===== config.mk =====
export PLATFORM = sky130hd
export DESIGN_NAME = ncb_host
export DESIGN_NICKNAME = d
export VERILOG_FILES = /design/src/ncb_pkg.sv /design/src/ncb_strm_if.sv /design/src/ncb_host.sv /design/src/ncb_buf2.sv
export SDC_FILE = /design/constraint.sdc
export NUM_CORES = 1
export LEC_CHECK = 0
export BUFFER_PORTS_ARGS = -buffer_cell sky130_fd_sc_hd__buf_2
export CAP_MARGIN = 20
export CORE_UTILIZATION = 40
export CTS_CLUSTER_SIZE = 28
export DETAILED_ROUTE_END_ITERATION = 8
export HOLD_SLACK_MARGIN = 0.06
export PLACE_DENSITY = 0.63
export SLEW_MARGIN = 20
export SYNTH_ARGS = -nofsm -noshare
export SYNTH_HDL_FRONTEND = slang
export SYNTH_SLANG_ARGS = --single-unit

===== constraint.sdc =====
create_clock -name clk_i -period 4.4 [get_ports clk_i]
set_input_delay 0.66 -clock clk_i [delete_from_list [all_inputs] [get_ports clk_i]]
set_output_delay 0.66 -clock clk_i [all_outputs]
set_load 0.01 [all_outputs]

===== src/ncb_pkg.sv =====
// Constants, types and helpers for the NAND bus host controller.
// Assumes one 100 MHz clock and a single flash die behind the pins.
//
// Operation
// - Bytes are taken at write strobe rise.
// - Address qualifier high loads the address register.
// - Command qualifier high loads the command register.
// - One shared eight-bit bus for everything.
// - Cycles one and two carry column bits.
// - Cycles three to five carry row bits.
// - Unused upper bits of cycles two, five low.
// - While busy, only reset or status commands.
// - Never send an undefined command code.
package ncb_pkg;

   // ----------------------------------------------------------------
   // Timing.
   // ----------------------------------------------------------------
   localparam int CLK_MHZ              = 100;
   localparam int WR_LOW_NS            = 20;
   localparam int WR_HIGH_NS           = 20;
   localparam int READ_ACCESS_DELAY_NS = 25;
   localparam int RD_HIGH_NS           = 20;
   localparam int BUSY_ONSET_NS        = 100;
   // Least times round up to whole cycles.
   localparam logic [3:0] WR_LOW_CYC  = 4'((WR_LOW_NS * CLK_MHZ + 999) / 1000);
   localparam logic [3:0] WR_HIGH_CYC = 4'((WR_HIGH_NS * CLK_MHZ + 999) / 1000);
   localparam logic [3:0] RD_ACC_CYC  = 4'((READ_ACCESS_DELAY_NS * CLK_MHZ + 999) / 1000);
   localparam logic [3:0] RD_HIGH_CYC = 4'((RD_HIGH_NS * CLK_MHZ + 999) / 1000);
   localparam logic [3:0] BUSY_ONSET_CYC = 4'((BUSY_ONSET_NS * CLK_MHZ + 999) / 1000);

   // ----------------------------------------------------------------
   // Array geometry and address layout.
   // ----------------------------------------------------------------
   localparam int          MAIN_BYTES   = 2048;
   localparam int          SPARE_BYTES  = 64;
   localparam logic [11:0] PAGE_BYTES   = 12'(MAIN_BYTES + SPARE_BYTES);
   localparam int          PAGES_PER_BLK = 64;
   localparam int          BLOCKS       = 8192;
   localparam int          COL_W        = 12;
   localparam int          ROW_W        = 19;
   localparam int          PLANE_ROW_BIT = 6;     // Row bit 6 is address bit 18.
   localparam logic [2:0]  MAX_ADDR_CYC = 3'h5;
   localparam logic [3:0]  HI_NIB_ZERO  = 4'h0;
   localparam logic [4:0]  HI_5_ZERO    = 5'h00;

   // ----------------------------------------------------------------
   // Command codes with special treatment while busy.
   // ----------------------------------------------------------------
   localparam logic [7:0] CMD_RESET       = 8'hFF;
   localparam logic [7:0] CMD_STATUS      = 8'h70;
   localparam logic [7:0] CMD_STATUS_ENH  = 8'h78;

   typedef enum logic [2:0] {
      NCB_K_CMD,
      NCB_K_ADDR,
      NCB_K_WDATA,
      NCB_K_RDATA,
      NCB_K_WAIT
   } ncb_kind_t;

   // True for every code that the device defines.
   function automatic logic ncb_cmd_defined(input logic [7:0] c);
      unique case (c)
         8'h00, 8'h05, 8'h06, 8'h10, 8'h11, 8'h15, 8'h30, 8'h31, 8'h35,
         8'h3F, 8'h60, 8'h70, 8'h78, 8'h80, 8'h81, 8'h85, 8'h90, 8'hD0,
         8'hD1, 8'hE0, 8'hEC, 8'hED, 8'hEE, 8'hEF, 8'hFF: return 1'h1;
         default: return 1'h0;
      endcase
   endfunction : ncb_cmd_defined

   // Byte sent in address cycle idx (0 based) for a column and row.
   function automatic logic [7:0] ncb_addr_byte(input logic [COL_W-1:0] col,
                                                input logic [ROW_W-1:0] row,
                                                input logic [2:0]       idx);
      unique case (idx)
         3'h0:    return col[7:0];
         3'h1:    return {HI_NIB_ZERO, col[11:8]};
         3'h2:    return row[7:0];
         3'h3:    return row[15:8];
         3'h4:    return {HI_5_ZERO, row[18:16]};
         default: return 8'h00;
      endcase
   endfunction : ncb_addr_byte

endpackage : ncb_pkg


===== src/ncb_strm_if.sv =====
// Valid/ready byte stream between the controller's own modules.
// Assumes both ends share the controller clock.
`timescale 1ns/1ps
interface ncb_strm_if;
   logic       valid;
   logic       ready;
   logic [7:0] data;
   modport src (output valid, output data, input ready);
   modport snk (input valid, input data, output ready);
endinterface : ncb_strm_if


===== src/ncb_host.sv =====
// Host side of an asynchronous 8-bit multiplexed NAND flash bus.
// Assumes one 100 MHz clock, pins treated as synchronous to it, and an
// external pull-up on the ready/busy line.
`timescale 1ns/1ps
module ncb_host (
   input  wire logic                     clk_i,
   input  wire logic                     reset_n_i,
   // User request port.
   input  wire logic                     req_valid_i,
   output logic                          req_ready_o,
   input  wire ncb_pkg::ncb_kind_t       req_kind_i,
   input  wire logic [7:0]               req_byte_i,
   input  wire logic [ncb_pkg::COL_W-1:0] req_col_i,
   input  wire logic [ncb_pkg::ROW_W-1:0] req_row_i,
   input  wire logic [2:0]               req_addr_cycles_i,
   output logic                          done_o,
   output logic                          err_o,
   // Read data stream.
   output logic [7:0]                    rd_data_o,
   output logic                          rd_valid_o,
   input  wire logic                     rd_ready_i,
   // Levels for the select and write protect pins.
   input  wire logic                     select_i,
   input  wire logic                     write_enable_i,
   // Flash pins.
   output logic                          ce_n_o,
   output logic                          cle_o,
   output logic                          ale_o,
   output logic                          we_n_o,
   output logic                          read_strobe_n_o,
   output logic                          wp_n_o,
   output logic [7:0]                    io_o,
   output logic                          io_oe_o,
   input  wire logic [7:0]               io_i,
   input  wire logic                     ready_busy_n_i
);
   typedef enum logic [2:0] {
      ST_IDLE, ST_WR_LO, ST_WR_HI, ST_RD_LO, ST_RD_HI, ST_WB, ST_RB
   } ncb_state_t;

   ncb_state_t                     state_reg,  state_next;
   ncb_pkg::ncb_kind_t             kind_reg,   kind_next;
   logic [3:0]                     cnt_reg,    cnt_next;
   logic [2:0]                     idx_reg,    idx_next;
   logic [2:0]                     ncyc_reg,   ncyc_next;
   logic [ncb_pkg::COL_W-1:0]      col_reg,    col_next;
   logic [ncb_pkg::ROW_W-1:0]      row_reg,    row_next;
   logic                           cle_reg,    cle_next;
   logic                           ale_reg,    ale_next;
   logic                           we_n_reg,   we_n_next;
   logic                           rs_n_reg,   rs_n_next;
   logic [7:0]                     io_reg,     io_next;
   logic                           io_oe_reg,  io_oe_next;
   logic                           rdy_reg,    rdy_next;
   logic                           done_reg,   done_next;
   logic                           err_reg,    err_next;
   logic                           push_v_reg, push_v_next;
   logic [7:0]                     push_d_reg, push_d_next;
   logic                           ce_n_reg;
   logic                           wp_n_reg;

   ncb_strm_if push_if ();
   ncb_strm_if pop_if ();

   // ----------------------------------------------------------------
   // Request decode.
   // ----------------------------------------------------------------
   wire accept      = rdy_reg && req_valid_i;
   wire is_cmd      = (req_kind_i == ncb_pkg::NCB_K_CMD);
   wire is_addr     = (req_kind_i == ncb_pkg::NCB_K_ADDR);
   wire cmd_undef   = is_cmd && !ncb_pkg::ncb_cmd_defined(req_byte_i);
   wire cmd_in_busy = (req_byte_i == ncb_pkg::CMD_RESET) ||
                      (req_byte_i == ncb_pkg::CMD_STATUS) ||
                      (req_byte_i == ncb_pkg::CMD_STATUS_ENH);
   wire cmd_busy_bad = is_cmd && !ready_busy_n_i && !cmd_in_busy;
   // Column beyond main plus spare, or a cycle count the device lacks.
   wire addr_bad    = is_addr && ((req_col_i >= ncb_pkg::PAGE_BYTES) ||
                      (req_addr_cycles_i == 3'h0) ||
                      (req_addr_cycles_i > ncb_pkg::MAX_ADDR_CYC));
   wire req_bad     = cmd_undef || cmd_busy_bad || addr_bad;
   wire cnt_end     = (cnt_reg == 4'h0);
   wire more_addr   = (kind_reg == ncb_pkg::NCB_K_ADDR) && ((idx_reg + 3'h1) < ncyc_reg);
   wire [7:0] first_addr = ncb_pkg::ncb_addr_byte(req_col_i, req_row_i, 3'h0);
   wire [7:0] next_addr  = ncb_pkg::ncb_addr_byte(col_reg, row_reg, idx_reg + 3'h1);

   // ----------------------------------------------------------------
   // Bus sequencer. Every pin level is registered, so pins never glitch.
   // ----------------------------------------------------------------
   always_comb begin
      state_next  = state_reg;
      kind_next   = kind_reg;
      cnt_next    = cnt_reg;
      idx_next    = idx_reg;
      ncyc_next   = ncyc_reg;
      col_next    = col_reg;
      row_next    = row_reg;
      cle_next    = cle_reg;
      ale_next    = ale_reg;
      we_n_next   = we_n_reg;
      rs_n_next   = rs_n_reg;
      io_next     = io_reg;
      io_oe_next  = io_oe_reg;
      done_next   = 1'h0;
      err_next    = 1'h0;
      push_v_next = 1'h0;
      push_d_next = push_d_reg;
      unique case (state_reg)
         ST_IDLE: begin
            if (accept && req_bad) begin
               err_next = 1'h1;
            end else if (accept) begin
               kind_next = req_kind_i;
               col_next  = req_col_i;
               row_next  = req_row_i;
               ncyc_next = req_addr_cycles_i;
               idx_next  = 3'h0;
               unique case (req_kind_i)
                  ncb_pkg::NCB_K_RDATA: begin
                     rs_n_next  = 1'h0;
                     io_oe_next = 1'h0;
                     cnt_next   = ncb_pkg::RD_ACC_CYC - 4'h1;
                     state_next = ST_RD_LO;
                  end
                  ncb_pkg::NCB_K_WAIT: begin
                     cnt_next   = ncb_pkg::BUSY_ONSET_CYC - 4'h1;
                     state_next = ST_WB;
                  end
                  default: begin
                     // Qualifiers pick the byte's meaning; both low means data.
                     cle_next   = is_cmd;
                     ale_next   = is_addr;
                     io_next    = is_addr ? first_addr : req_byte_i;
                     io_oe_next = 1'h1;
                     we_n_next  = 1'h0;
                     cnt_next   = ncb_pkg::WR_LOW_CYC - 4'h1;
                     state_next = ST_WR_LO;
                  end
               endcase
            end
         end
         ST_WR_LO: begin
            if (cnt_end) begin
               we_n_next  = 1'h1;
               cnt_next   = ncb_pkg::WR_HIGH_CYC - 4'h1;
               state_next = ST_WR_HI;
            end else begin
               cnt_next = cnt_reg - 4'h1;
            end
         end
         ST_WR_HI: begin
            // Byte and qualifiers are held through the high time after the edge.
            if (cnt_end && more_addr) begin
               idx_next   = idx_reg + 3'h1;
               io_next    = next_addr;
               we_n_next  = 1'h0;
               cnt_next   = ncb_pkg::WR_LOW_CYC - 4'h1;
               state_next = ST_WR_LO;
            end else if (cnt_end) begin
               cle_next   = 1'h0;
               ale_next   = 1'h0;
               io_oe_next = 1'h0;
               done_next  = 1'h1;
               state_next = ST_IDLE;
            end else begin
               cnt_next = cnt_reg - 4'h1;
            end
         end
         ST_RD_LO: begin
            // Sampling waits out the access delay from the falling edge.
            if (cnt_end) begin
               push_v_next = 1'h1;
               push_d_next = io_i;
               rs_n_next   = 1'h1;
               cnt_next    = ncb_pkg::RD_HIGH_CYC - 4'h1;
               state_next  = ST_RD_HI;
            end else begin
               cnt_next = cnt_reg - 4'h1;
            end
         end
         ST_RD_HI: begin
            if (cnt_end) begin
               done_next  = 1'h1;
               state_next = ST_IDLE;
            end else begin
               cnt_next = cnt_reg - 4'h1;
            end
         end
         ST_WB: begin
            // The busy line may take a while to fall after the command.
            if (cnt_end) begin
               state_next = ST_RB;
            end else begin
               cnt_next = cnt_reg - 4'h1;
            end
         end
         ST_RB: begin
            if (ready_busy_n_i) begin
               done_next  = 1'h1;
               state_next = ST_IDLE;
            end
         end
      endcase
      // Requests stop while a read byte could find no room.
      rdy_next = (state_next == ST_IDLE) && push_if.ready && !push_v_next;
   end

   // Sequencer state.
   always_ff @(posedge clk_i or negedge reset_n_i) begin
      if (!reset_n_i) begin
         state_reg <= ST_IDLE;
         kind_reg  <= ncb_pkg::NCB_K_CMD;
         cnt_reg   <= 4'h0;
         idx_reg   <= 3'h0;
         ncyc_reg  <= 3'h0;
         col_reg   <= '0;
         row_reg   <= '0;
      end else begin
         state_reg <= state_next;
         kind_reg  <= kind_next;
         cnt_reg   <= cnt_next;
         idx_reg   <= idx_next;
         ncyc_reg  <= ncyc_next;
         col_reg   <= col_next;
         row_reg   <= row_next;
      end
   end

   // Pin and handshake flops.
   always_ff @(posedge clk_i or negedge reset_n_i) begin
      if (!reset_n_i) begin
         cle_reg    <= 1'h0;
         ale_reg    <= 1'h0;
         we_n_reg   <= 1'h1;
         rs_n_reg   <= 1'h1;
         io_reg     <= 8'h00;
         io_oe_reg  <= 1'h0;
         rdy_reg    <= 1'h0;
         done_reg   <= 1'h0;
         err_reg    <= 1'h0;
         push_v_reg <= 1'h0;
         push_d_reg <= 8'h00;
      end else begin
         cle_reg    <= cle_next;
         ale_reg    <= ale_next;
         we_n_reg   <= we_n_next;
         rs_n_reg   <= rs_n_next;
         io_reg     <= io_next;
         io_oe_reg  <= io_oe_next;
         rdy_reg    <= rdy_next;
         done_reg   <= done_next;
         err_reg    <= err_next;
         push_v_reg <= push_v_next;
         push_d_reg <= push_d_next;
      end
   end

   // Select and protect levels; reset deselects and protects the array.
   always_ff @(posedge clk_i or negedge reset_n_i) begin
      if (!reset_n_i) begin
         ce_n_reg <= 1'h1;
         wp_n_reg <= 1'h0;
      end else begin
         ce_n_reg <= !select_i;
         wp_n_reg <= write_enable_i;
      end
   end

   // ----------------------------------------------------------------
   // Read byte buffer and outputs.
   // ----------------------------------------------------------------
   assign push_if.valid = push_v_reg;
   assign push_if.data  = push_d_reg;
   assign pop_if.ready  = rd_ready_i;

   ncb_buf2 u_buf (
      .clk_i     (clk_i),
      .reset_n_i (reset_n_i),
      .in_if     (push_if.snk),
      .out_if    (pop_if.src)
   );

   assign rd_data_o       = pop_if.data;
   assign rd_valid_o      = pop_if.valid;
   assign req_ready_o     = rdy_reg;
   assign done_o          = done_reg;
   assign err_o           = err_reg;
   assign ce_n_o          = ce_n_reg;
   assign cle_o           = cle_reg;
   assign ale_o           = ale_reg;
   assign we_n_o          = we_n_reg;
   assign read_strobe_n_o = rs_n_reg;
   assign wp_n_o          = wp_n_reg;
   assign io_o            = io_reg;
   assign io_oe_o         = io_oe_reg;
endmodule : ncb_host


===== src/ncb_buf2.sv =====
// Two-entry buffer for bytes read from the flash.
// Assumes one clock and an asynchronous active-low reset.
`timescale 1ns/1ps
module ncb_buf2 (
   input  wire logic   clk_i,
   input  wire logic   reset_n_i,
   ncb_strm_if.snk     in_if,
   ncb_strm_if.src     out_if
);
   logic [7:0] mem_reg [0:1];   // Entry 0 is the head and drives the output.
   logic [1:0] count_reg;
   logic [1:0] count_next;
   logic       valid_reg;
   logic       full_reg;
   wire        push      = in_if.valid && !full_reg;
   wire        pop       = out_if.ready && valid_reg;
   wire        load_head = push && ((count_reg == 2'h0) || pop);
   wire        load_tail = push && (count_reg == 2'h1) && !pop;
   wire        move_up   = pop && (count_reg == 2'h2);

   // ----------------------------------------------------------------
   // Occupancy; full and empty are flops so the ports stay glitch free.
   // ----------------------------------------------------------------
   assign count_next   = count_reg + {1'h0, push} - {1'h0, pop};
   assign in_if.ready  = !full_reg;
   assign out_if.valid = valid_reg;
   assign out_if.data  = mem_reg[0];   // Straight from a flop, no read mux.

   // Occupancy count and flags.
   always_ff @(posedge clk_i or negedge reset_n_i) begin
      if (!reset_n_i) begin
         count_reg  <= 2'h0;
         valid_reg  <= 1'h0;
         full_reg   <= 1'h0;
      end else begin
         count_reg  <= count_next;
         valid_reg  <= (count_next != 2'h0);
         full_reg   <= (count_next == 2'h2);
      end
   end

   // Storage needs no reset; valid guards it. A full buffer takes no push,
   // so moving the tail up never meets a load of the head.
   always_ff @(posedge clk_i) begin
      if (move_up) begin
         mem_reg[0] <= mem_reg[1];
      end else if (load_head) begin
         mem_reg[0] <= in_if.data;
      end
      if (load_tail) begin
         mem_reg[1] <= in_if.data;
      end
   end
endmodule : ncb_buf2


# After elaboration in Yosys (flattened, before gate mapping)
# Memories as Yosys holds them, arrays and structs flattened.
# Cells that the tools add are included.
# op_classes
add_sub_neg	4
n_lt_le_gt_ge	3
eq_ne	51
mux	71
n_bitwise	2
reduce_logical	57
# ops
operator	n
== test 8 bit (second input constant)	12
two-way mux 8 bit	7
one-hot mux 8 bit (5 select lines)	1
two-way mux 1 bit	34
two-way mux 3 bit	11
== test 8 x 6 -> 1 bit (second input constant)	4
OR reduction 25 bit	1
== test 8 x 5 -> 1 bit (second input constant)	3
== test 8 x 7 -> 1 bit (second input constant)	3
one-hot mux 3 bit (7 select lines)	1
two-way mux 4 bit	5
!= test 2 bit (second input constant)	9
AND reduction 6 bit	3
== test 8 x 3 -> 1 bit (second input constant)	2
logical AND 1 bit	16
one-hot mux 4 bit (4 select lines)	1
one-hot mux 8 bit (2 select lines)	1
== test 3 x 2 -> 1 bit (second input constant)	5
== test 3 bit (second input constant)	5
zero test 3 bit	5
== test 3 x 1 -> 1 bit (second input constant)	4
greater-or-equal comparator 12 bit (second input constant)	1
one-hot mux 3 bit (2 select lines)	2
one-hot mux 1 bit (2 select lines)	5
other kinds (27)	47
# word_totals
register_bits	78
ramBits	16
output_inout_bits	27
elab_cells	212
memories	1
# memory_table
name	words	word_bits	read_ports	rd_clocked_by_memory_dff	write_ports	line	source
u_buf.mem_reg	2	8	2	0	1	ncb_buf2.sv:10	logic [7:0] mem_reg [0:1];

# Depth between registers and ports, before layout
# Gate-level depths: netlist (run 1).
# logic_depth
word_depth	13
depth_mapped	10
depth_no_buf	10

# Hierarchy
# From an unflattened synthesis (run 1), not the netlist that was laid out.
# hier_totals
cells_unflattened	479
area_unflattened_um2	4732.0
# modules_own_cells
module	n_inst	cells_each	area_each_um2	seq_area_each_um2
ncb_host	1	423	3865.0	1855.5
ncb_buf2	1	56	867.1	580.6

# Worst setup path before layout (run 1)
# OpenSTA, ideal clock, no wires.
# synth_timing
kind	register to register
from	reg idx_reg[0]
to	reg io_reg[0], in the netlist io_o[0]
setup_ns	0.128
arrival_ns	2.969
t_required_ns	4.272
path_slack_ns	1.303
stages_incl_launch_ff	11
path_buffers	1
period_less_slack_ns	3.097
cell_sequence	dfrtp_1 -> ha_1 -> xnor2_1 -> clkinv_1 -> ha_1 -> nor4b_1 -> nand4_1 -> o31ai_1 -> a21bo_1 -> buf_2 -> mux2_1
# synth_between
elab_chain_cells	6
# synth_lines
item	line	source
start, declared	ncb_host.sv:44	logic [2:0] idx_reg, idx_next;
start signal, assigned	ncb_host.sv:221	idx_reg <= idx_next;
adder 3 x 1 -> 3 bit (*)	ncb_host.sv:82, ncb_host.sv:84	
< comparator 3 bit	ncb_host.sv:82	wire more_addr = (kind_reg == ncb_pkg::NCB_K_ADDR) && ((idx_reg + 3'h1) < ncyc_reg);
logical AND 1 bit	ncb_host.sv:82	
logical AND 1 bit	ncb_host.sv:152	if (cnt_end && more_addr) begin
!= test 2 bit (no source line)	n/a	
AND reduction 5 bit (no source line)	n/a	
end signal, assigned	ncb_host.sv:247	io_reg <= io_next;
end, declared	ncb_host.sv:52	logic [7:0] io_reg, io_next;
# Mark *: on every way between the ends. The rest lies on a longest branch, timed or not. The select of a mux whose other input is x is not followed.
# A chain may end at the register's enable or synchronous reset.

# Worst setup path in the final report (run 1)
# layout_timing
from	reg idx_reg[0]
to	reg io_reg[2], in the netlist io_o[2]
# Same word-level chain as after synthesis.

==> key figures, run 1 <==
Floorplan
  • I/O Pins: 87
  • Core area: 11,600 um^2
  • Die Y: 111 um
  • Die area: 12,400 um^2
  • Die width: 111 um
  • Initial core utilization: 41.5%
  • FP Rows: 39

Synth
  • Cells after Synth: 421
  • Area of the mapped netlist: 4800 um^2
  • Dominant synthesized flop cell: dfrtp_1
  • Post-synth ARST share: 83.0%
  • Count of different cell masters after synthesis: 66
  • Synth warn: 0
  • Most frequent cell after synthesis: dfrtp_1
  • Seq cells post-synth: 94
  • Syn Area/Cell: 11.4 um^2
  • Top-area cell type share of the netlist area: 39.1%
  • Most instantiated cells after synthesis: dfrtp_1, mux2_2, nand2_1, mux2_1, nor2_1
  • Area leader, netlist: dfrtp_1
  • Synth top area cells: dfrtp_1, edfxtp_1, mux2_2, mux2_1, ha_1
  • Sequential cell area fraction in the yosys report: 50.8%
  • Post-synthesis net count: 492
  • Number of synthesized flops with an enable pin: 16

Drt
  • 1st-pass router iterations: 8
  • First DRT Iteration DRCs: 182
  • Routed WL: 11,100 um
  • Via density: 5.60
  • DRC viols: 8
  • Routed WL per cell: 17.3 um
  • Post-route ant nets: 0
  • Via total after detailed routing: 3,584

Setup path
  • Sum of buffers and inverters on the critical path: 2
  • CP max stage delay: 0.44 ns
  • Crit-path max FO: 16
  • Crit. End Element: flop
  • Cell Chain, Critical Path: ha_1 -> xnor2_1 -> buf_4 -> clkinv_1 -> ha_1 -> nor4b_1 -> nand4_1 -> o31ai_1 -> a21bo_1 -> mux2_1
  • Most frequent CP cell: ha_1
  • Setup crit start kind: flop
  • Required time of the worst setup path: 4.63 ns
  • Worst setup path endpoint: io_o[2]
  • CP Depth: 10
  • Worst setup path category: flop to flop
  • R2R setup slack: 1.06 ns
  • Worst Reg-to-Reg Cells: 10
  • Crit path max-delay family: simple AND/OR/NAND/NOR gates
  • Slowest-stage cell, CP: dfrtp_1
  • Critical R2R Capture: io_o[2]
  • WP data arrival: 3.57 ns
  • Critical Path Source: idx_reg[0]
  • Beginning of the worst register-to-register path: idx_reg[0]

CTS
  • Cts bufs inserted: 9
  • Clock sinks: 94
  • H-tree levels: 3
  • Clock buffer depth: 2
  • CTS tree: done
  • Hold buffer count at cts: 0
  • Clk Latency, worst-skew pair: 0.35 ns
  • Worst-path clk slew: 0.07 ns
  • Post-CTS Setup Inserts: 0
  • Cts repair resizes: 0
  • CTS root buf: clkbuf_16

Pwr
  • P_leak: 2.53 nW
  • PD cells: 639 nW/um^2
  • Worst vdd ir: 0.000259 V

Cells and area
  • Footprint of the multi-input gates: 2130 um^2
  • Fill cell count: 1,050
  • Reg area: 2440 um^2
  • Max reg flops: 19
  • Layout cell share with drive strength beyond 1: 32.2%
  • N_diodes: 0
  • Area growth syn-to-layout: 17.1%
  • NumNets Final: 563

STA
  • Worst Skew: 0.0112 ns
  • Final Hold Vio Count: 0
  • Worst-Margin Slew: 0.770 ns
  • Total negative slack: 0 ns
  • Period utilization: 75.9%
  • Post-route minimum period: 3.34 ns
  • Max Slew Vio Count: 0
  • Hold_ws: 0.255 ns
  • Setup violations, final: 0
  • Fmax: 299 MHz
  • Slew headroom: 48.7%
  • RSZ-0062 raised after global routing: no

GRT
  • Wire length of the first global-routing pass: 18,200 um
  • Total GRT Usage: 18.7%
  • Vias in the first global route: 3,613
  • Pin count of the biggest net entering global routing: 79
  • GRT overflow: 0
  • Initial antenna violation count: 0

Flow run
  • Max_cap viols: 0

Placed design
  • Port bufs: 86
  • DP HPWL: 7790 um
  • GP Congestion: 0.808

Outcome
  • Outcome: finished with violations
  • Violated checks: design-rule violations

Worst hold path
  • HP Class: input pin to async pin
-- area by class of cell --
| class | instances | share of cell area [%] |
|---|---|---|
| tap | 143 | 3.19 |
| sequential | 94 | 43.4 |
| clock buffer | 10 | 4.08 |
| inverter | 16 | 1.07 |
| timing repair buffer | 93 | 9.00 |
| multi-input combinational | 278 | 37.9 |
| clock inverter | 6 | 1.38 |
-- cell families (layout without fill, tap and decap cells) --
family	count (synthesis)	count (layout)	synth area share, %
mux	70	70	16.2
fa+ha+maj	11	11	2.87
buf+inv	49	125	4.96
compound gates	77	77	11.5
xor+xnor	3	3	0.548
simple gates	117	117	13.1
flops	94	94	50.8
-- per-layer routing --
layer / vias to the layer above / track usage [%] / share of wire (%)
met3: 16 / 5.01 / 5.3
met4: 0 / 7.03 / 1.7
li1: 1693 / - / -
met5: - / 0 / 0
met2: 109 / 31.3 / 50
met1: 1766 / 23.2 / 43
-- worst min path at each step --
| stage | endpoint | cells after the start |
|---|---|---|
| floorplan | ale_o | 0 |
| global placement | u_buf.mem_reg[0][9] | 0 |
| detailed placement | u_buf.mem_reg[0][10] | 0 |
| CTS | ce_n_o | 2 |
| global route | cnt_reg[1] | 1 |
| finish | cnt_reg[1] | 1 |
-- cells in the final DEF, fill, tap and decap left out, types with 3 or more instances in the layout --
master / netlist / final
a31oi_1: 6 / 6
a222oi_1: 3 / 3
o21ai_0: 9 / 9
and3_1: 3 / 3
o211ai_1: 3 / 3
nor4_1: 4 / 4
inv_1: 15 / 15
o22ai_1: 7 / 7
ha_1: 11 / 11
nand3b_1: 3 / 3
o2bb2ai_1: 3 / 3
nor2b_1: 3 / 3
buf_4: 9 / 7
mux2_2: 42 / 42
dfstp_2: 3 / 3
nand2b_1: 3 / 3
buf_2: 4 / 85
a21oi_1: 15 / 15
nor3b_1: 4 / 4
o31ai_1: 4 / 4
mux2i_1: 8 / 8
edfxtp_1: 16 / 16
nand3_1: 18 / 17
nand4_1: 3 / 3
mux2_1: 20 / 20
nand2_1: 28 / 28
and2_1: 5 / 5
a22o_1: 3 / 3
a22oi_1: 3 / 3
dfrtp_1: 75 / 75
or4_1: 3 / 3
nor3_1: 8 / 8
a21boi_0: 3 / 3
clkbuf_16: 0 / 9
nor2_1: 20 / 20
-- stage by stage --
| step | util [%] | cells | cell area (um^2) | setup slack (ns) | power, mW |
|---|---|---|---|---|---|
| floorplan | - | 421 | 4800 | 1.30 | 2.38 |
| global placement | 45.7 | 623 | 5280 | 1.21 | 2.74 |
| detailed placement | 45.7 | 623 | 5280 | 1.12 | 2.79 |
| CTS | 48.3 | 639 | 5590 | 1.06 | 3.61 |
| global route | 48.5 | 640 | 5610 | 0.799 | 3.83 |
| finish | 48.5 | 640 | 5610 | 1.06 | 3.59 |
-- power breakdown --
| part | total, mW | internal [mW] | leakage (nW) | switching (mW) |
|---|---|---|---|---|
| registers | 1.49 | 1.24 | 1.11 | 0.255 |
| clock network | 0.807 | 0.452 | 0.147 | 0.355 |
| logic | 1.28 | 0.590 | 1.26 | 0.695 |
| total | 3.59 | 2.28 | 2.53 | 1.30 |
No activity file was read; power rests on OpenSTA's default activity.
==> run 2: changes to the inputs <==
PLACE_DENSITY = 0.65   (was 0.63)
clock period = 2.81 ns   (was 4.4 ns; I/O delays follow)
==> key figures, run 2 (synthesis gave the netlist of run 1 again) <==
GRT
  • GRT overflow: 0 (unchanged)
  • Wire length of the first global-routing pass: 18,300 um (+0.68%)
  • Vias in the first global route: 3,829 (+6.0%)
  • Initial antenna violation count: 0 (unchanged)
  • Pin count of the biggest net entering global routing: 79 (unchanged)
  • Total GRT Usage: 18.6% (-0.14 points)

Setup path
  • Critical Path Source: idx_reg[0]
  • Crit-path max FO: 8 (-8)
  • Setup crit start kind: flop
  • Most frequent CP cell: ha_1
  • Slowest-stage cell, CP: dfrtp_2
  • Required time of the worst setup path: 3.03 ns (-1.60 ns)
  • CP max stage delay: 0.45 ns (about the same)
  • WP data arrival: 2.84 ns (-0.73 ns)
  • Worst setup path category: flop to flop
  • Worst Reg-to-Reg Cells: 9 (-1)
  • Critical R2R Capture: io_o[5]
  • Cell Chain, Critical Path: ha_1 -> xnor2_2 -> clkinv_2 -> ha_1 -> nor4b_4 -> nand4_1 -> o31ai_1 -> a21bo_4 -> mux2_1
  • Beginning of the worst register-to-register path: idx_reg[0]
  • Crit. End Element: flop
  • R2R setup slack: 0.20 ns (-0.86 ns)

Drt
  • Via density: 5.54 (-1.1%)
  • Via total after detailed routing: 3,677 (+2.6%)
  • Post-route ant nets: 0 (unchanged)
  • DRC viols: 7 (-1)
  • First DRT Iteration DRCs: 175 (-3.8%)
  • 1st-pass router iterations: 7 (-1)
  • Routed WL: 10,900 um (-1.3%)
  • Routed WL per cell: 16.4 um (-4.9%)

Pwr
  • Clk pwr share: 20.8% (-1.7 points)
  • Sw frac: 36.3% (-0.051 points)
  • Sequential Power Share: 41.0% (-0.7 points)
  • PD cells: 969 nW/um^2 (+52%)
  • Comb pwr share: 38.2% (+2.4 points)
  • P_leak: 2.65 nW (+4.9%)
  • Worst vdd ir: 0.000322 V (+24%)
  • Total internal power: 3.59 mW (+57%)
  • Switching power of the nets: 2.05 mW (+57%)

Floorplan
  • I/O Pins: 87 (unchanged)
  • Die width: 111 um (unchanged)
  • Die area: 12,400 um^2 (unchanged)
  • Initial core utilization: 41.5% (unchanged)
  • Core area: 11,600 um^2 (unchanged)
  • Die Y: 111 um (unchanged)
  • FP Rows: 39 (unchanged)

Cells and area
  • Fill cell count: 1,077 (+2.6%)
  • Most frequent cells in the layout: buf_2, dfrtp_1, mux2_2, buf_4, nand2_1
  • Most common cell after layout, fill and taps aside: buf_2
  • N_diodes: 0 (unchanged)
  • Area growth syn-to-layout: 21.4%
  • Fin util: 50.4% (+1.8 points)
  • Max reg flops: 19 (unchanged)
  • Layout cell share with drive strength beyond 1: 36.3% (+4.1 points)
  • NumNets Final: 587 (+4.3%)

CTS
  • CTS tree: done
  • Worst-path clk slew: 0.07 ns (about the same)
  • H-tree levels: 3 (unchanged)
  • Post-CTS Setup Inserts: 0 (unchanged)
  • Clk Latency, worst-skew pair: 0.34 ns (about the same)
  • CTS root buf: clkbuf_16
  • Clock buffer depth: 2 (unchanged)
  • Clock sinks: 94 (unchanged)
  • Cts bufs inserted: 9 (unchanged)

STA
  • Total negative slack: 0 ns (unchanged)
  • Final worst slack: 0.196 ns (-0.862 ns)
  • Max Slew Vio Count: 0 (unchanged)
  • Worst-Margin Slew: 0.787 ns (+0.0173 ns)
  • Final Hold Vio Count: 0 (unchanged)
  • RSZ-0062 raised after global routing: no
  • Setup violations, final: 0 (unchanged)
  • Period utilization: 93.0% (+17 points)
  • Worst Skew: 0.00916 ns (-0.00200 ns)
  • Slew headroom: 47.5% (-1.2 points)
  • Fmax: 383 MHz (+28%)
  • Post-route minimum period: 2.61 ns (-0.728 ns)
  • Hold_ws: 0.178 ns (-0.0772 ns)

Placed design
  • DP Worst Slack: -0.0476 ns (-1.16 ns)
  • Port bufs: 86 (unchanged)
  • DP HPWL: 7970 um (+2.3%)
  • GP Congestion: 0.861 (+6.6%)

Outcome
  • Outcome: finished with violations
  • Violated checks: design-rule violations

Worst hold path
  • HP Class: input pin to flop
  • Cell count of the worst hold path: 2
  • Hold Path End: ce_n_o
  • Hold_sp: select_i

Flow run
  • Max_cap viols: 0 (unchanged)
-- run 2: critical path: cells and delay by family (launching register included) --
kind	cells	cell delay, ns
compound gates	2	0.48
xor+xnor	1	0.20
fa+ha+maj	2	0.47
buf+inv	1	0.12
flops	1	0.45
mux	1	0.32
simple gates	2	0.47
-- run 2: timing repair --
item                       in CTS  in global routing
hold endpoints to repair        0                 19
hold buffers                    0                  1
setup endpoints to repair       0                  8
gates resized for setup         0                  4
-- run 2: area by class of cell --
cell class | instances | area (um^2) | share of cell area, %
inverter | 16 | 61.3 | 1.05
sequential | 94 | 2440 | 41.9
clock inverter | 7 | 63.8 | 1.10
tap | 143 | 179 | 3.07
clock buffer | 9 | 225 | 3.87
multi-input combinational | 278 | 2160 | 37.0
timing repair buffer | 117 | 701 | 12.0
-- run 2: power groups by stage --
stage	registers, mW	logic (mW)	clock network (mW)
after CTS	2.31	2.15	1.21
after global routing	2.40	2.40	1.27
after global placement	2.31	2.08	0
after detailed placement	2.33	2.15	0
final	2.31	2.16	1.18
after floorplan	2.24	1.50	0
-- run 2: how the worst max path moves through the flow --
stage	end
after floorplan	io_o[0]
after global placement	io_o[5]
after detailed placement	req_ready_o
after CTS	io_o[0]
after global routing	io_o[0]
final	io_o[5]
-- run 2: per-stage QoR --
step	cells	power, mW	instance area (um^2)
floorplan	421	3.75	4810
global placement	646	4.39	5480
detailed placement	646	4.47	5480
CTS	662	5.67	5770
global route	664	6.07	5820
finish	664	5.64	5820
-- run 2: per-layer routing --
layer	wire (um)	GRT usage [%]
met4	189	6.40
met1	4720	23.3
met2	5410	32.0
met3	588	3.76
met5	0	0
==> run 3: changes to the inputs <==
BUFFER_PORTS_ARGS = -buffer_cell sky130_fd_sc_hd__buf_4   (was -buffer_cell sky130_fd_sc_hd__buf_2)
GPL_TIMING_DRIVEN = 0   (was not set)
REMOVE_ABC_BUFFERS = 1   (was not set)
==> key figures, run 3 (synthesis gave the netlist of run 1 again) <==
Outcome
  • Violated checks: design-rule violations
  • Outcome: finished with violations

Setup path
  • Crit-path max FO: 8 (unchanged)
  • Crit. End Element: flop
  • Worst setup path category: input pin to flop
  • Worst Reg-to-Reg Cells: 9 (unchanged)
  • WP data arrival: 2.86 ns (+0.02 ns)
  • Required time of the worst setup path: 3.03 ns (about the same)
  • Setup crit start kind: input pin

STA
  • Total negative slack: 0 ns (unchanged)
  • Worst-Margin Slew: 0.876 ns (+0.0882 ns)
  • Hold_ws: 0.111 ns (-0.0665 ns)
  • Final Hold Vio Count: 0 (unchanged)
  • Slew headroom: 41.5% (-6.0 points)
  • Setup violations, final: 0 (unchanged)
  • Post-route minimum period: 2.64 ns (+0.0248 ns)
  • Max Slew Vio Count: 0 (unchanged)
  • Worst Skew: 0.00660 ns (-0.00256 ns)
  • Fmax: 379 MHz (-0.94%)
  • RSZ-0062 raised after global routing: no
  • Period utilization: 93.9% (+0.88 points)

GRT
  • Total GRT Usage: 19.6% (+1.0 points)
  • Initial antenna violation count: 0 (unchanged)
  • Wire length of the first global-routing pass: 19,100 um (+4.2%)
  • Pin count of the biggest net entering global routing: 79 (unchanged)
  • GRT overflow: 0 (unchanged)
  • Vias in the first global route: 3,737 (-2.4%)

Cells and area
  • Max reg flops: 19 (unchanged)
  • Post-Layout Cell Count: 642 (-3.3%)
  • Most frequent cells in the layout: buf_4, dfrtp_1, mux2_2, nand2_1
  • Fin util: 51.3% (+0.93 points)
  • Layout cell share with drive strength beyond 1: 35.1% (-1.2 points)
  • NumNets Final: 565 (-3.7%)
  • Area growth syn-to-layout: 23.7%
  • Most common cell after layout, fill and taps aside: buf_4
  • N_diodes: 0 (unchanged)
  • Fill cell count: 1,010 (-6.2%)

Drt
  • Via density: 5.59 (+0.87%)
  • Via total after detailed routing: 3,586 (-2.5%)
  • Routed WL per cell: 17.8 um (+8.3%)
  • 1st-pass router iterations: 7 (unchanged)
  • Routed WL: 11,400 um (+4.7%)
  • Post-route ant nets: 0 (unchanged)
  • First DRT Iteration DRCs: 208 (+19%)
  • DRC viols: 4 (-3)

Placed design
  • Placed cell count: 619 (-4.2%)
  • Port bufs: 86 (unchanged)
  • DP HPWL: 7610 um (-4.5%)
  • GP Congestion: 0.828 (-3.8%)

Pwr
  • Sw frac: 36.0% (-0.38 points)
  • Switching power of the nets: 2.08 mW (+1.5%)
  • Sequential Power Share: 40.7% (-0.3 points)
  • Comb pwr share: 37.9% (-0.3 points)
  • Clk pwr share: 21.5% (+0.7 points)
  • PD cells: 976 nW/um^2 (+0.73%)
  • P_leak: 2.61 nW (-1.6%)
  • Total internal power: 3.71 mW (+3.2%)
  • Worst vdd ir: 0.000472 V (+46%)

CTS
  • Clock buffer depth: 2 (unchanged)
  • H-tree levels: 3 (unchanged)
  • CTS tree: done
  • Clock sinks: 94 (unchanged)
  • Clk Latency, worst-skew pair: 0.34 ns (about the same)
  • CTS root buf: clkbuf_16
  • Cts bufs inserted: 9 (unchanged)
  • Worst-path clk slew: 0.07 ns (about the same)

Floorplan
  • Die width: 111 um (unchanged)
  • Initial core utilization: 41.5% (unchanged)
  • Core area: 11,600 um^2 (unchanged)
  • FP Rows: 39 (unchanged)
  • Die area: 12,400 um^2 (unchanged)
  • I/O Pins: 87 (unchanged)
  • Die Y: 111 um (unchanged)

Worst hold path
  • HP Class: input pin to async pin

Flow run
  • Max_cap viols: 0 (unchanged)
## run 3: cell types whose count changed in the layout (fill, tap and decap cells not counted), sizes merged
cell | before | now
buf | 116 | 93
clkinvlp | 2 | 0
nand3 | 18 | 20
bufinv | 0 | 1
clkinv | 2 | 3
dlygate4sd3 | 1 | 0
## run 3: power groups by stage
stage	Sequential [mW]	Combinational (mW)	Clock, mW
after global routing	2.42	2.45	1.34
final	2.35	2.19	1.24
after detailed placement	2.35	2.09	0
after CTS	2.34	2.19	1.28
after floorplan	2.29	1.36	0
after global placement	2.32	2.00	0
## run 3: critical path, stage by stage
cell and delay [ns]:
buf_4 0.12, or4_1 0.53, o21ai_0 0.23, a21boi_0 0.22, a311oi_4 0.33, buf_4 0.20
and2_1 0.32, o21ai_1 0.18, mux2_2 0.31
## run 3: routing by layer
| layer | track usage, % | part of all wire [%] |
|---|---|---|
| met2 | 32.1 | 49 |
| met4 | 8.20 | 1.0 |
| met3 | 4.19 | 6.2 |
| met5 | 0 | 0 |
| met1 | 25.2 | 44 |
## run 3: layout make-up
class                      instances  area (um^2)  share of cell area (%)
multi-input combinational        280         2240                    37.8
clock buffer                       9          225                    3.80
sequential                        94         2440                    41.1
timing repair buffer              93          703                    11.9
clock inverter                     7         80.1                    1.35
inverter                          16         62.6                    1.05
tap                              143          179                    3.02
## run 3: timing repair
item,4_1_cts,5_1_grt
pin swaps,4,0
cloned,2,0
hold endpoints to repair,0,0
buffers inserted,5,0
gates resized for setup,10,7
hold buffers,0,0
endpoints found under the setup margin,69,17
## run 3: worst paths after layout
check	start	end	slack, ns
max in group asynchronous	reset_n_i	idx_reg[0]	2.17
worst min register to register	push_d_reg[2]	u_buf.mem_reg[0][10]	0.47
worst min-delay path	reset_n_i	row_reg[3]	0.11
worst max register to register	idx_reg[0]	io_o[2]	0.20
min in group clk_i	select_i	ce_n_o	0.18
worst max-delay path	req_col_i[6]	cnt_reg[1]	0.17
## run 3: per-stage QoR
| stage | total power [mW] | instance area [um^2] | setup slack (ns) |
|---|---|---|---|
| 4_1_cts | 5.81 | 5910 | 0.0254 |
| 6_report | 5.79 | 5930 | 0.171 |
| 3_3_place_gp | 4.33 | 5440 | -2.23 |
| 3_5_place_dp | 4.43 | 5490 | -1.32 |
| 2_1_floorplan | 3.65 | 4620 | -0.834 |
| 5_1_grt | 6.21 | 5930 | 0.0116 |
